[src/rtl/arlt_map.svh]
`ifndef ARLT_MAP_SVH
`define ARLT_MAP_SVH
// ----------------------------------------
// Register byte addresses
// ----------------------------------------
`define ARLT_ADDR_CTRL 12'h000
`define ARLT_ADDR_CNT 12'h004
`define ARLT_ADDR_RLD 12'h008
`define ARLT_ADDR_CFG 12'h00C
`define ARLT_ADDR_IRQ_STAT 12'h010
`define ARLT_ADDR_IRQ_MASK 12'h014
// ----------------------------------------
// Control register bit positions
// ----------------------------------------
`define ARLT_B_HOVF 7
`define ARLT_B_LOVF 6
`define ARLT_B_LIEN 5
`define ARLT_B_CAPEN 4
`define ARLT_B_SPLIT 3
`define ARLT_B_RUN 2
`define ARLT_B_RO 1
`define ARLT_B_XCLK 0
// ----------------------------------------
// Config register bit positions
// ----------------------------------------
`define ARLT_B_TIE 0
`define ARLT_B_LFAST 1
`define ARLT_B_HFAST 2
// ----------------------------------------
// Interrupt status bits
// ----------------------------------------
`define ARLT_I_HOVF 0
`define ARLT_I_LOVF 1
`define ARLT_I_CAP 2
// ----------------------------------------
// Widths, reset values, timing
// ----------------------------------------
`define ARLT_NIRQ 3
`define ARLT_CTRL_RST 8'h00
`define ARLT_WORD_RST 16'h0000
`define ARLT_BYTE_MAX 8'hFF
`define ARLT_WORD_MAX 16'hFFFF
`define ARLT_DIV12_LAST 4'hB
`define ARLT_DIV8_LAST 3'h7
`define ARLT_HTRANS_NONSEQ 2'h2
`endif

[src/rtl/arlt_pkg.sv]
package arlt_pkg;
  typedef struct packed {
    logic sys_tick;
    logic div12_tick;
    logic ext8_tick;
  } arlt_ticks_s;
  typedef enum logic [1:0] {
    ARLT_PH_IDLE,
    ARLT_PH_WRITE,
    ARLT_PH_READ
  } arlt_phase_e;
endpackage : arlt_pkg

[src/rtl/arlt_prescaler.sv]
`include "arlt_map.svh"
module arlt_prescaler (
  input wire logic clk,
  input wire logic rst_n,
  input wire logic ext_clk_in,
  output arlt_pkg::arlt_ticks_s ticks
);
  logic [3:0] div12_r;
  logic [2:0] ext8_r;
  logic ext_s1_r;
  logic ext_s2_r;
  logic ext_s3_r;
  logic ext_rise;

  // ----------------------------------------
  // Synchronise external clock before edge detect
  // ----------------------------------------
  always_ff @(posedge clk) begin
    if (!rst_n) begin
      ext_s1_r <= 1'b0;
      ext_s2_r <= 1'b0;
      ext_s3_r <= 1'b0;
    end else begin
      ext_s1_r <= ext_clk_in;
      ext_s2_r <= ext_s1_r;
      ext_s3_r <= ext_s2_r;
    end
  end
  assign ext_rise = ext_s2_r & ~ext_s3_r;

  always_ff @(posedge clk) begin
    if (!rst_n) begin
      div12_r <= 4'h0;
    end else if (div12_r == `ARLT_DIV12_LAST) begin
      div12_r <= 4'h0;
    end else begin
      div12_r <= div12_r + 4'h1;
    end
  end

  always_ff @(posedge clk) begin
    if (!rst_n) begin
      ext8_r <= 3'h0;
    end else if (ext_rise) begin
      ext8_r <= ext8_r + 3'h1;
    end
  end

  assign ticks.sys_tick = 1'b1;
  assign ticks.div12_tick = (div12_r == `ARLT_DIV12_LAST);
  assign ticks.ext8_tick = ext_rise && (ext8_r == `ARLT_DIV8_LAST);
endmodule : arlt_prescaler

[src/rtl/arlt_lfo_edge.sv]
module arlt_lfo_edge (
  input wire logic clk,
  input wire logic rst_n,
  input wire logic lfo_in,
  output logic fall
);
  logic s1_r;
  logic s2_r;
  logic s3_r;

  // Two stages before the edge detector; the LFO is asynchronous
  always_ff @(posedge clk) begin
    if (!rst_n) begin
      s1_r <= 1'b0;
      s2_r <= 1'b0;
      s3_r <= 1'b0;
    end else begin
      s1_r <= lfo_in;
      s2_r <= s1_r;
      s3_r <= s2_r;
    end
  end
  assign fall = s3_r & ~s2_r;
endmodule : arlt_lfo_edge

[src/rtl/arlt_timer.sv]
// Implementation choices: the register offsets and register access over AHB-Lite.
`include "arlt_map.svh"
// Notes on behaviour
// - High flag sets when the upper count byte wraps FF to 00.
// - In 16-bit mode high flag sets when the full count wraps to zero.
// - With timer interrupts enabled, a set high flag raises the interrupt.
// - High flag only clears by software writing zero.
// - Low flag sets on low byte wrap in both modes.
// - Low flag stays set until software clears it.
// - Low flag interrupts only with low enable and timer enable both set; the masked low status event also interrupts without low enable.
// - Low interrupt enable bit: zero disables, one enables low interrupts; with zero the code still passes the masked low status event request.
// - Capture enabled: each LFO falling edge interrupts; zero disables capture.
// - Capture copies the 16-bit count into the reload registers.
// - Split select: zero gives one 16-bit counter, one gives two 8-bit.
// - Run bit gates counting; in split mode only the high byte.
// - Overflow reloads from the reload pair, or per byte in split mode.
// - Fast select picks system clock, else ext select picks /12 or ext/8.
// - Timer interrupt enable gates every request from this timer.
module arlt_timer (
  input wire logic clk,
  input wire logic rst_n,
  input wire logic hsel,
  input wire logic [11:0] haddr,
  input wire logic [1:0] htrans,
  input wire logic hwrite,
  input wire logic [2:0] hsize,
  input wire logic [31:0] hwdata,
  input wire logic hready,
  output logic [31:0] hrdata,
  output logic hreadyout,
  output logic hresp,
  input wire logic ext_clk_in,
  input wire logic lfo_in,
  output logic irq
);
  arlt_pkg::arlt_ticks_s ticks;
  arlt_pkg::arlt_phase_e phase_r;
  logic [11:0] addr_r;
  logic [7:0] ctrl_r;
  logic [2:0] cfg_r;
  logic [15:0] cnt_r;
  logic [15:0] rld_r;
  logic [`ARLT_NIRQ-1:0] istat_r;
  logic [`ARLT_NIRQ-1:0] imask_r;
  logic [31:0] rdata_nxt;
  logic lfo_fall;
  logic tick_lo;
  logic tick_hi;
  logic lo_wrap;
  logic hi_wrap;
  logic capture;
  logic wr_ctrl;
  logic wr_cnt;
  logic wr_rld;
  logic wr_cfg;
  logic wr_mask;
  logic rd_take;
  logic rd_istat;
  logic irq_nxt;

  function automatic logic pick_tick(input logic fast, input logic xclk,
                                     input arlt_pkg::arlt_ticks_s t);
    if (fast) begin
      pick_tick = t.sys_tick;
    end else if (xclk) begin
      pick_tick = t.ext8_tick;
    end else begin
      pick_tick = t.div12_tick;
    end
  endfunction : pick_tick

  // One data-phase write decode, shared by every writable register
  function automatic logic wr_hit(input arlt_pkg::arlt_phase_e ph, input logic [11:0] a,
                                  input logic [11:0] target);
    wr_hit = (ph == arlt_pkg::ARLT_PH_WRITE) && (a == target);
  endfunction : wr_hit

  arlt_prescaler u_pre (
    .clk(clk),
    .rst_n(rst_n),
    .ext_clk_in(ext_clk_in),
    .ticks(ticks)
  );

  arlt_lfo_edge u_lfo (
    .clk(clk),
    .rst_n(rst_n),
    .lfo_in(lfo_in),
    .fall(lfo_fall)
  );

  // ----------------------------------------
  // AHB-Lite slave: zero wait states, always OKAY
  // ----------------------------------------
  always_ff @(posedge clk) begin
    if (!rst_n) begin
      phase_r <= arlt_pkg::ARLT_PH_IDLE;
      addr_r <= 12'h000;
    end else if (hready) begin
      addr_r <= haddr;
      if (hsel && htrans == `ARLT_HTRANS_NONSEQ) begin
        phase_r <= hwrite ? arlt_pkg::ARLT_PH_WRITE : arlt_pkg::ARLT_PH_READ;
      end else begin
        phase_r <= arlt_pkg::ARLT_PH_IDLE;
      end
    end
  end

  always_ff @(posedge clk) begin
    if (!rst_n) begin
      hreadyout <= 1'b0;
      hresp <= 1'b0;
    end else begin
      hreadyout <= 1'b1;
      hresp <= 1'b0;
    end
  end

  assign wr_ctrl = wr_hit(phase_r, addr_r, `ARLT_ADDR_CTRL);
  assign wr_cnt = wr_hit(phase_r, addr_r, `ARLT_ADDR_CNT);
  assign wr_rld = wr_hit(phase_r, addr_r, `ARLT_ADDR_RLD);
  assign wr_cfg = wr_hit(phase_r, addr_r, `ARLT_ADDR_CFG);
  assign wr_mask = wr_hit(phase_r, addr_r, `ARLT_ADDR_IRQ_MASK);

  // Read data is decoded in the address phase so hrdata is a flop
  always_comb begin
    rdata_nxt = 32'h0000_0000;
    case (haddr)
      `ARLT_ADDR_CTRL: rdata_nxt = {24'h000000, ctrl_r};
      `ARLT_ADDR_CNT: rdata_nxt = {16'h0000, cnt_r};
      `ARLT_ADDR_RLD: rdata_nxt = {16'h0000, rld_r};
      `ARLT_ADDR_CFG: rdata_nxt = {29'h0000000, cfg_r};
      `ARLT_ADDR_IRQ_STAT: rdata_nxt = {29'h0000000, istat_r};
      `ARLT_ADDR_IRQ_MASK: rdata_nxt = {29'h0000000, imask_r};
      default: rdata_nxt = 32'h0000_0000;
    endcase
  end

  // A read is taken at its address phase, so status clears as its value is latched
  assign rd_take = hready && hsel && (htrans == `ARLT_HTRANS_NONSEQ) && !hwrite;
  assign rd_istat = rd_take && (haddr == `ARLT_ADDR_IRQ_STAT);

  always_ff @(posedge clk) begin
    if (!rst_n) begin
      hrdata <= 32'h0000_0000;
    end else if (rd_take) begin
      hrdata <= rdata_nxt;
    end
  end

  // ----------------------------------------
  // Counting
  // ----------------------------------------
  assign tick_lo = pick_tick(cfg_r[`ARLT_B_LFAST], ctrl_r[`ARLT_B_XCLK], ticks);
  assign tick_hi = pick_tick(cfg_r[`ARLT_B_HFAST], ctrl_r[`ARLT_B_XCLK], ticks);
  // Split: low runs always, high gated by run; 16-bit: whole count gated
  assign lo_wrap = (ctrl_r[`ARLT_B_SPLIT] || ctrl_r[`ARLT_B_RUN]) && tick_lo &&
                   (cnt_r[7:0] == `ARLT_BYTE_MAX);
  assign hi_wrap = ctrl_r[`ARLT_B_SPLIT] ?
                   (ctrl_r[`ARLT_B_RUN] && tick_hi && cnt_r[15:8] == `ARLT_BYTE_MAX) :
                   (ctrl_r[`ARLT_B_RUN] && tick_lo && cnt_r == `ARLT_WORD_MAX);
  assign capture = ctrl_r[`ARLT_B_CAPEN] && lfo_fall;

  always_ff @(posedge clk) begin
    if (!rst_n) begin
      cnt_r <= `ARLT_WORD_RST;
    end else if (wr_cnt) begin
      cnt_r <= hwdata[15:0];
    end else if (ctrl_r[`ARLT_B_SPLIT]) begin
      if (ctrl_r[`ARLT_B_RUN] && tick_hi) begin
        cnt_r[15:8] <= hi_wrap ? rld_r[15:8] : cnt_r[15:8] + 8'h01;
      end
      if (tick_lo) begin
        cnt_r[7:0] <= lo_wrap ? rld_r[7:0] : cnt_r[7:0] + 8'h01;
      end
    end else if (ctrl_r[`ARLT_B_RUN] && tick_lo) begin
      cnt_r <= hi_wrap ? rld_r : cnt_r + 16'h0001;
    end
  end

  // Capture beats a same-cycle software write of the reload pair
  always_ff @(posedge clk) begin
    if (!rst_n) begin
      rld_r <= `ARLT_WORD_RST;
    end else if (capture) begin
      rld_r <= cnt_r;
    end else if (wr_rld) begin
      rld_r <= hwdata[15:0];
    end
  end

  // ----------------------------------------
  // Control register and flags
  // ----------------------------------------
  always_ff @(posedge clk) begin
    if (!rst_n) begin
      ctrl_r <= `ARLT_CTRL_RST;
    end else begin
      if (wr_ctrl) begin
        ctrl_r[`ARLT_B_LIEN] <= hwdata[`ARLT_B_LIEN];
        ctrl_r[`ARLT_B_CAPEN] <= hwdata[`ARLT_B_CAPEN];
        ctrl_r[`ARLT_B_SPLIT] <= hwdata[`ARLT_B_SPLIT];
        ctrl_r[`ARLT_B_RUN] <= hwdata[`ARLT_B_RUN];
        ctrl_r[`ARLT_B_XCLK] <= hwdata[`ARLT_B_XCLK];
      end
      ctrl_r[`ARLT_B_RO] <= 1'b0;
      // Hardware set wins over a same-cycle software clear
      if (hi_wrap) begin
        ctrl_r[`ARLT_B_HOVF] <= 1'b1;
      end else if (wr_ctrl) begin
        ctrl_r[`ARLT_B_HOVF] <= hwdata[`ARLT_B_HOVF];
      end
      if (lo_wrap) begin
        ctrl_r[`ARLT_B_LOVF] <= 1'b1;
      end else if (wr_ctrl) begin
        ctrl_r[`ARLT_B_LOVF] <= hwdata[`ARLT_B_LOVF];
      end
    end
  end

  always_ff @(posedge clk) begin
    if (!rst_n) begin
      cfg_r <= 3'h0;
      imask_r <= 3'h0;
    end else begin
      if (wr_cfg) begin
        cfg_r <= hwdata[2:0];
      end
      if (wr_mask) begin
        imask_r <= hwdata[`ARLT_NIRQ-1:0];
      end
    end
  end

  // ----------------------------------------
  // Interrupt events: sticky, cleared by reading status
  // ----------------------------------------
  always_ff @(posedge clk) begin
    if (!rst_n) begin
      istat_r <= 3'h0;
    end else begin
      istat_r <= (rd_istat ? 3'h0 : istat_r) | {capture, lo_wrap, hi_wrap};
    end
  end

  // Flag-level requests, the unmasked capture event and the masked event summary, all under the timer enable
  assign irq_nxt = cfg_r[`ARLT_B_TIE] && (
                   ctrl_r[`ARLT_B_HOVF] ||
                   (ctrl_r[`ARLT_B_LIEN] && ctrl_r[`ARLT_B_LOVF]) ||
                   istat_r[`ARLT_I_CAP] ||
                   |(istat_r & imask_r));

  always_ff @(posedge clk) begin
    if (!rst_n) begin
      irq <= 1'b0;
    end else begin
      irq <= irq_nxt;
    end
  end

  // ----------------------------------------
  // Checks: bus and read-clear status
  // ----------------------------------------
  bus_okay_a: assert property (@(posedge clk) disable iff (!rst_n)
    $past(rst_n) |-> hreadyout && !hresp) else $error("slave not ready or not okay");

  stat_clear_a: assert property (@(posedge clk) disable iff (!rst_n)
    (rd_istat && !capture && !lo_wrap && !hi_wrap) |=> !(|istat_r))
    else $error("status not cleared by read");

  // ----------------------------------------
  // Checks: counting
  // ----------------------------------------
  full_wrap_a: assert property (@(posedge clk) disable iff (!rst_n)
    (!ctrl_r[`ARLT_B_SPLIT] && ctrl_r[`ARLT_B_RUN] && tick_lo &&
     cnt_r == `ARLT_WORD_MAX && !wr_cnt)
    |=> cnt_r == $past(rld_r) && ctrl_r[`ARLT_B_HOVF]) else $error("16-bit wrap wrong");

  full_hold_a: assert property (@(posedge clk) disable iff (!rst_n)
    (!ctrl_r[`ARLT_B_SPLIT] && !ctrl_r[`ARLT_B_RUN] && !wr_cnt) |=> $stable(cnt_r))
    else $error("count moved while stopped");

  split_run_a: assert property (@(posedge clk) disable iff (!rst_n)
    (ctrl_r[`ARLT_B_SPLIT] && !ctrl_r[`ARLT_B_RUN] && !wr_cnt)
    |=> cnt_r[15:8] == $past(cnt_r[15:8])) else $error("high byte ran while stopped");

  lo_runs_a: assert property (@(posedge clk) disable iff (!rst_n)
    (ctrl_r[`ARLT_B_SPLIT] && tick_lo && !wr_cnt && cnt_r[7:0] != `ARLT_BYTE_MAX)
    |=> cnt_r[7:0] == $past(cnt_r[7:0]) + 8'h01) else $error("low byte did not count");

  lo_reload_a: assert property (@(posedge clk) disable iff (!rst_n)
    (ctrl_r[`ARLT_B_SPLIT] && lo_wrap && !wr_cnt) |=> cnt_r[7:0] == $past(rld_r[7:0]))
    else $error("low byte reload wrong");

  hi_reload_a: assert property (@(posedge clk) disable iff (!rst_n)
    (ctrl_r[`ARLT_B_SPLIT] && hi_wrap && !wr_cnt) |=> cnt_r[15:8] == $past(rld_r[15:8]))
    else $error("high byte reload wrong");

  fast_tick_a: assert property (@(posedge clk) disable iff (!rst_n)
    (cfg_r[`ARLT_B_LFAST] && cfg_r[`ARLT_B_HFAST]) |-> (tick_lo && tick_hi))
    else $error("fast clock select gave no tick");

  capture_copy_a: assert property (@(posedge clk) disable iff (!rst_n)
    capture |=> rld_r == $past(cnt_r)) else $error("capture did not copy");

  capture_off_a: assert property (@(posedge clk) disable iff (!rst_n)
    (!ctrl_r[`ARLT_B_CAPEN] && !wr_rld) |=> $stable(rld_r))
    else $error("reload moved without capture");

  // ----------------------------------------
  // Checks: flags and interrupts
  // ----------------------------------------
  hi_flag_set_a: assert property (@(posedge clk) disable iff (!rst_n)
    hi_wrap |=> ctrl_r[`ARLT_B_HOVF]) else $error("high flag not set on wrap");

  lo_flag_set_a: assert property (@(posedge clk) disable iff (!rst_n)
    lo_wrap |=> ctrl_r[`ARLT_B_LOVF]) else $error("low flag not set on wrap");

  hi_sticky_a: assert property (@(posedge clk) disable iff (!rst_n)
    (ctrl_r[`ARLT_B_HOVF] && !wr_ctrl) |=> ctrl_r[`ARLT_B_HOVF]) else $error("high cleared");

  lo_sticky_a: assert property (@(posedge clk) disable iff (!rst_n)
    (ctrl_r[`ARLT_B_LOVF] && !wr_ctrl) |=> ctrl_r[`ARLT_B_LOVF]) else $error("low cleared");

  hi_irq_a: assert property (@(posedge clk) disable iff (!rst_n)
    (ctrl_r[`ARLT_B_HOVF] && cfg_r[`ARLT_B_TIE]) |=> irq) else $error("no high irq");

  lo_irq_a: assert property (@(posedge clk) disable iff (!rst_n)
    (cfg_r[`ARLT_B_TIE] && ctrl_r[`ARLT_B_LIEN] && ctrl_r[`ARLT_B_LOVF]) |=> irq)
    else $error("no low irq");

  lo_enable_a: assert property (@(posedge clk) disable iff (!rst_n)
    (!ctrl_r[`ARLT_B_LIEN] && !ctrl_r[`ARLT_B_HOVF] && !(|istat_r)) |=> !irq)
    else $error("low flag interrupted while disabled");

  cap_irq_a: assert property (@(posedge clk) disable iff (!rst_n)
    (capture && cfg_r[`ARLT_B_TIE] && !wr_cfg) |=> ##1 irq)
    else $error("no capture irq");

  lo_irq_gate_a: assert property (@(posedge clk) disable iff (!rst_n)
    !cfg_r[`ARLT_B_TIE] |=> !irq) else $error("irq without timer enable");

  ro_bit_a: assert property (@(posedge clk) disable iff (!rst_n)
    ##1 !ctrl_r[`ARLT_B_RO]) else $error("read-only bit set");
endmodule : arlt_timer

[config.mk]
export PLATFORM = sky130hd
export DESIGN_NAME = arlt_timer
export DESIGN_NICKNAME = d
export VERILOG_FILES = /design/src/rtl/arlt_pkg.sv /design/src/rtl/arlt_prescaler.sv /design/src/rtl/arlt_lfo_edge.sv /design/src/rtl/arlt_timer.sv
export VERILOG_INCLUDE_DIRS = /design/src /design/src/rtl
export SDC_FILE = /design/constraint.sdc
export NUM_CORES = 1
export LEC_CHECK = 0
export BUFFER_PORTS_ARGS = -buffer_cell sky130_fd_sc_hd__buf_4
export CAP_MARGIN = 10
export CORE_AREA = 8 8 130 84
export CTS_CLUSTER_DIAMETER = 30
export DETAILED_ROUTE_END_ITERATION = 16
export DIE_AREA = 0 0 138 92
export PLACE_DENSITY = 0.84
export REMOVE_ABC_BUFFERS = 1
export SYNTH_ARGS = -nofsm -noshare
export SYNTH_HDL_FRONTEND = slang
export SYNTH_SLANG_ARGS = --single-unit
[constraint.sdc]
create_clock -name clk -period 6.4 [get_ports clk]
set_input_delay 1.28 -clock clk [delete_from_list [all_inputs] [get_ports clk]]
set_output_delay 1.28 -clock clk [all_outputs]
set_load 0.01 [all_outputs]
==> impl_metrics.py <==
metrics = {
    "global_routing": {
        "grt_remaining_overflow": 0,
        "grt_pass1_wl_mm": 24.37,
        "antenna_found_initial": 0,
        "grt_max_degree": 40,
        "track_usage": 0.2316,
        "grt_pass1_vias": 4770,
    },
    "clocking": {
        "postCtsHoldBufs": 0,
        "htreeDepth": 3,
        "clock-sinks": 93,
        "clock_latency_ps": 350,
        "cts_max_path_buffers": 2,
        "cts_made_buffers": 9,
        "cts_tree": "built",
        "cts.clk_slew.worst_paths_ps": 70,
        "cts_setup_buffers": 0,
        "clock_tree.root_cell": "clkbuf_16",
        "cts_resized": 0,
    },
    "worst_setup_path": {
        "cp_slowest_cell": "o32ai_2",
        "worstSetupPathType": "reg2reg",
        "cp.required_ps": 6630,
        "cp_cell_sequence": "ha_1, and3_1, nand2_1, o32ai_2, nand2_1, o311ai_0",
        "r2r-start": "cnt_r[0]",
        "r2r_slack_ps": 2900,
        "critical_path.most_common_cell": "nand2_1",
        "cp_max_fo": 10,
        "r2r_cells": 6,
        "cp-start-kind": "flip-flop",
        "slowest_delay_ps": 820,
        "r2r_end": "cnt_r[1]",
        "crit_arrival_ps": 3730,
        "worstSetupEndpointType": "flip-flop",
    },
    "routing": {
        "firstDrtPassIters": 8,
        "avgRoutedWirePerCell_um": 19.87,
        "routed_wl_mm": 15.08,
        "num_vias": 4937,
        "vias_per_cell": 6.505,
        "ant_nets": 0,
        "drc_errors": 0,
        "drt_iter0_markers": 755,
    },
    "place": {
        "port_buffers": 54,
        "dp_cells": 743,
        "dpl.hpwl_mm": 10.45,
        "placed_area_mm2": 0.005579,
        "gp_congestion": 0.9304,
    },
    "worst_hold_path": {
        "min_to": "u_pre.ext_s2_r",
        "worstHoldStart": "u_pre.ext_s1_r",
        "min_path_type": "reg2reg",
        "min_path_cells": 1,
    },
    "run": {
        "drv_cap": 0,
    },
    "power": {
        "p_leak_nw": 2.243,
        "ir_drop_v": 0.0001363,
        "powerDensity_mw_per_mm2": 208.4,
    },
    "synth": {
        "synth_cell_types": 71,
        "yosysTopAreaCell": "dfxtp_1",
        "synth_edf_count": 0,
        "synth_common_cells": "dfxtp_1 (93), nor2_1 (60), mux2i_1 (49)",
        "yosysMostFrequentCell": "dfxtp_1",
        "synth-main-ff-cell": "dfxtp_1",
        "yosys_warnings": 0,
        "ys_async_sr_fraction": 0,
        "synth_area_mm2": 0.005268,
        "syn_area_per_cell_um2": 8.524,
        "synthTopCellsByArea": "dfxtp_1 (35%), mux2i_1 (9.3%), nor2_1 (4.3%)",
        "synth_seq_area_share": 0.3534,
        "netlist_instances": 618,
        "synth_top_cell_area_share": 0.3534,
        "ys_ff_latch": 93,
    },
    "floorplanning": {
        "start_util": 0.5906,
        "die_w_um": 138,
        "io_pins": 91,
        "die_area_mm2": 0.01270,
        "core_area_mm2": 0.008919,
        "die_h_um": 92,
        "rows": 27,
    },
    "sta": {
        "holdWs_ps": 432.0,
        "skew_ps": 11.48,
        "setup_tns_ps": 0,
        "finalSetupViolCount": 0,
        "hold_viol_final": 0,
        "period_minus_slack_ps": 3497,
        "slew_headroom": 0.2453,
        "fin_crit_sh": 0.5464,
        "grt_setup_unrepaired": "false",
        "tightest_slew_ps": 1128,
        "drv_slew": 0,
        "max_freq_mhz": 286.0,
    },
    "cells_and_area": {
        "fillers": 711,
        "nets": 699,
        "syn2layout_area_growth_pct": 11.64,
        "fin_cells": 759,
        "fin_area_mm2": 0.005881,
        "layout-drive-gt1-share": 0.1617,
        "antenna_cells": 0,
        "post-route-util": 0.6594,
    },
    "run_status": {
        "status": "finished, final reports clean",
    },
}
per-stage QoR:
step / setup WS, ps / power, W
2_1_floorplan: 3596 / 0.0006492
3_3_place_gp: 2827 / 0.0006904
3_5_place_dp: 2705 / 0.0006946
4_1_cts: 3060 / 0.001229
5_1_grt: 2794 / 0.001259
6_report: 2903 / 0.001226
critical path, delay by kind of cell, from the launching register on:
kind | cells | cell delay (ps)
fa+ha+maj | 1 | 300
flops | 1 | 540
compound gates | 2 | 1270
simple gates | 3 | 1270
cells by family after synthesis:
family | count (synthesis) | synth area share
mux | 51 | 0.09739
other cells | 1 | 0.0007119
flops | 93 | 0.3534
compound gates | 171 | 0.2437
xor+xnor | 10 | 0.01663
buf+inv | 76 | 0.07316
fa+ha+maj | 5 | 0.01188
simple gates | 211 | 0.2031
state kept, by name, indices dropped and copies added, names as in the netlist, 2 cells and up:
name	flops
cfg_r	3
rld_r	16
phase_r	2
imask_r	3
u_pre.div12_r	4
istat_r	3
ctrl_r	7
hrdata	16
addr_r	12
cnt_r	16
u_pre.ext8_r	3
power breakdown:
| part | total [W] | internal [W] | switching, W |
|---|---|---|---|
| Clock | 0.000541 | 0.000313 | 0.000229 |
| Sequential | 0.000598 | 0.000589 | 0.00000938 |
| Combinational | 0.0000862 | 0.0000344 | 0.0000518 |
| Total | 0.00123 | 0.000936 | 0.000290 |
how the worst max path moves through the flow:
stage | start | endpoint | slack, ps | cells past startpoint
finish | cnt_r[0] | cnt_r[1] | 2900 | 6
floorplan | htrans[0] | istat_r[0] | 3600 | 5
CTS | htrans[0] | hrdata[9] | 3060 | 6
global placement | htrans[0] | hrdata[15] | 2830 | 6
global route | cnt_r[0] | cnt_r[1] | 2790 | 6
detailed placement | htrans[0] | hrdata[9] | 2700 | 6
layout by cell type (no fill, tap or decap), types with 5 or more instances in the layout:
cell	n
inv_1	8
conb_1	17
nor2_2	5
nand3b_1	6
nand4_1	8
a211oi_2	14
a21oi_1	33
o21ai_0	29
ha_1	5
nor2_1	60
mux2i_1	49
a211oi_1	9
a21o_1	5
o211ai_1	11
dfxtp_1	93
or4_1	5
and2_1	17
a22oi_1	9
nand2_1	45
nor3_1	12
o31ai_1	6
a2bb2oi_1	7
nand3_1	17
or3_1	5
xnor2_1	8
buf_4	60
nor4_1	6
nand2b_1	6
clkbuf_16	9
per-layer routing:
metal,vias up,track usage,wire length [um]
met5,-,0,0
met4,0,0.08191,251
met3,25,0.08342,2006
met2,320,0.3431,6379
met1,2312,0.3049,6446
li1,2280,-,-
final cells by class:
| cell class | instances | area, um^2 | share of cell area |
|---|---|---|---|
| Tap cell | 116 | 145.1 | 0.02468 |
| Clock buffer | 10 | 239.0 | 0.04064 |
| Clock inverter | 6 | 62.56 | 0.01064 |
| Multi-Input combinational cell | 465 | 3088 | 0.5251 |
| Sequential cell | 93 | 1862 | 0.3166 |
| Timing Repair Buffer | 60 | 450.4 | 0.07660 |
| Inverter | 9 | 33.78 | 0.005745 |
(Power assumes the default switching activity.)
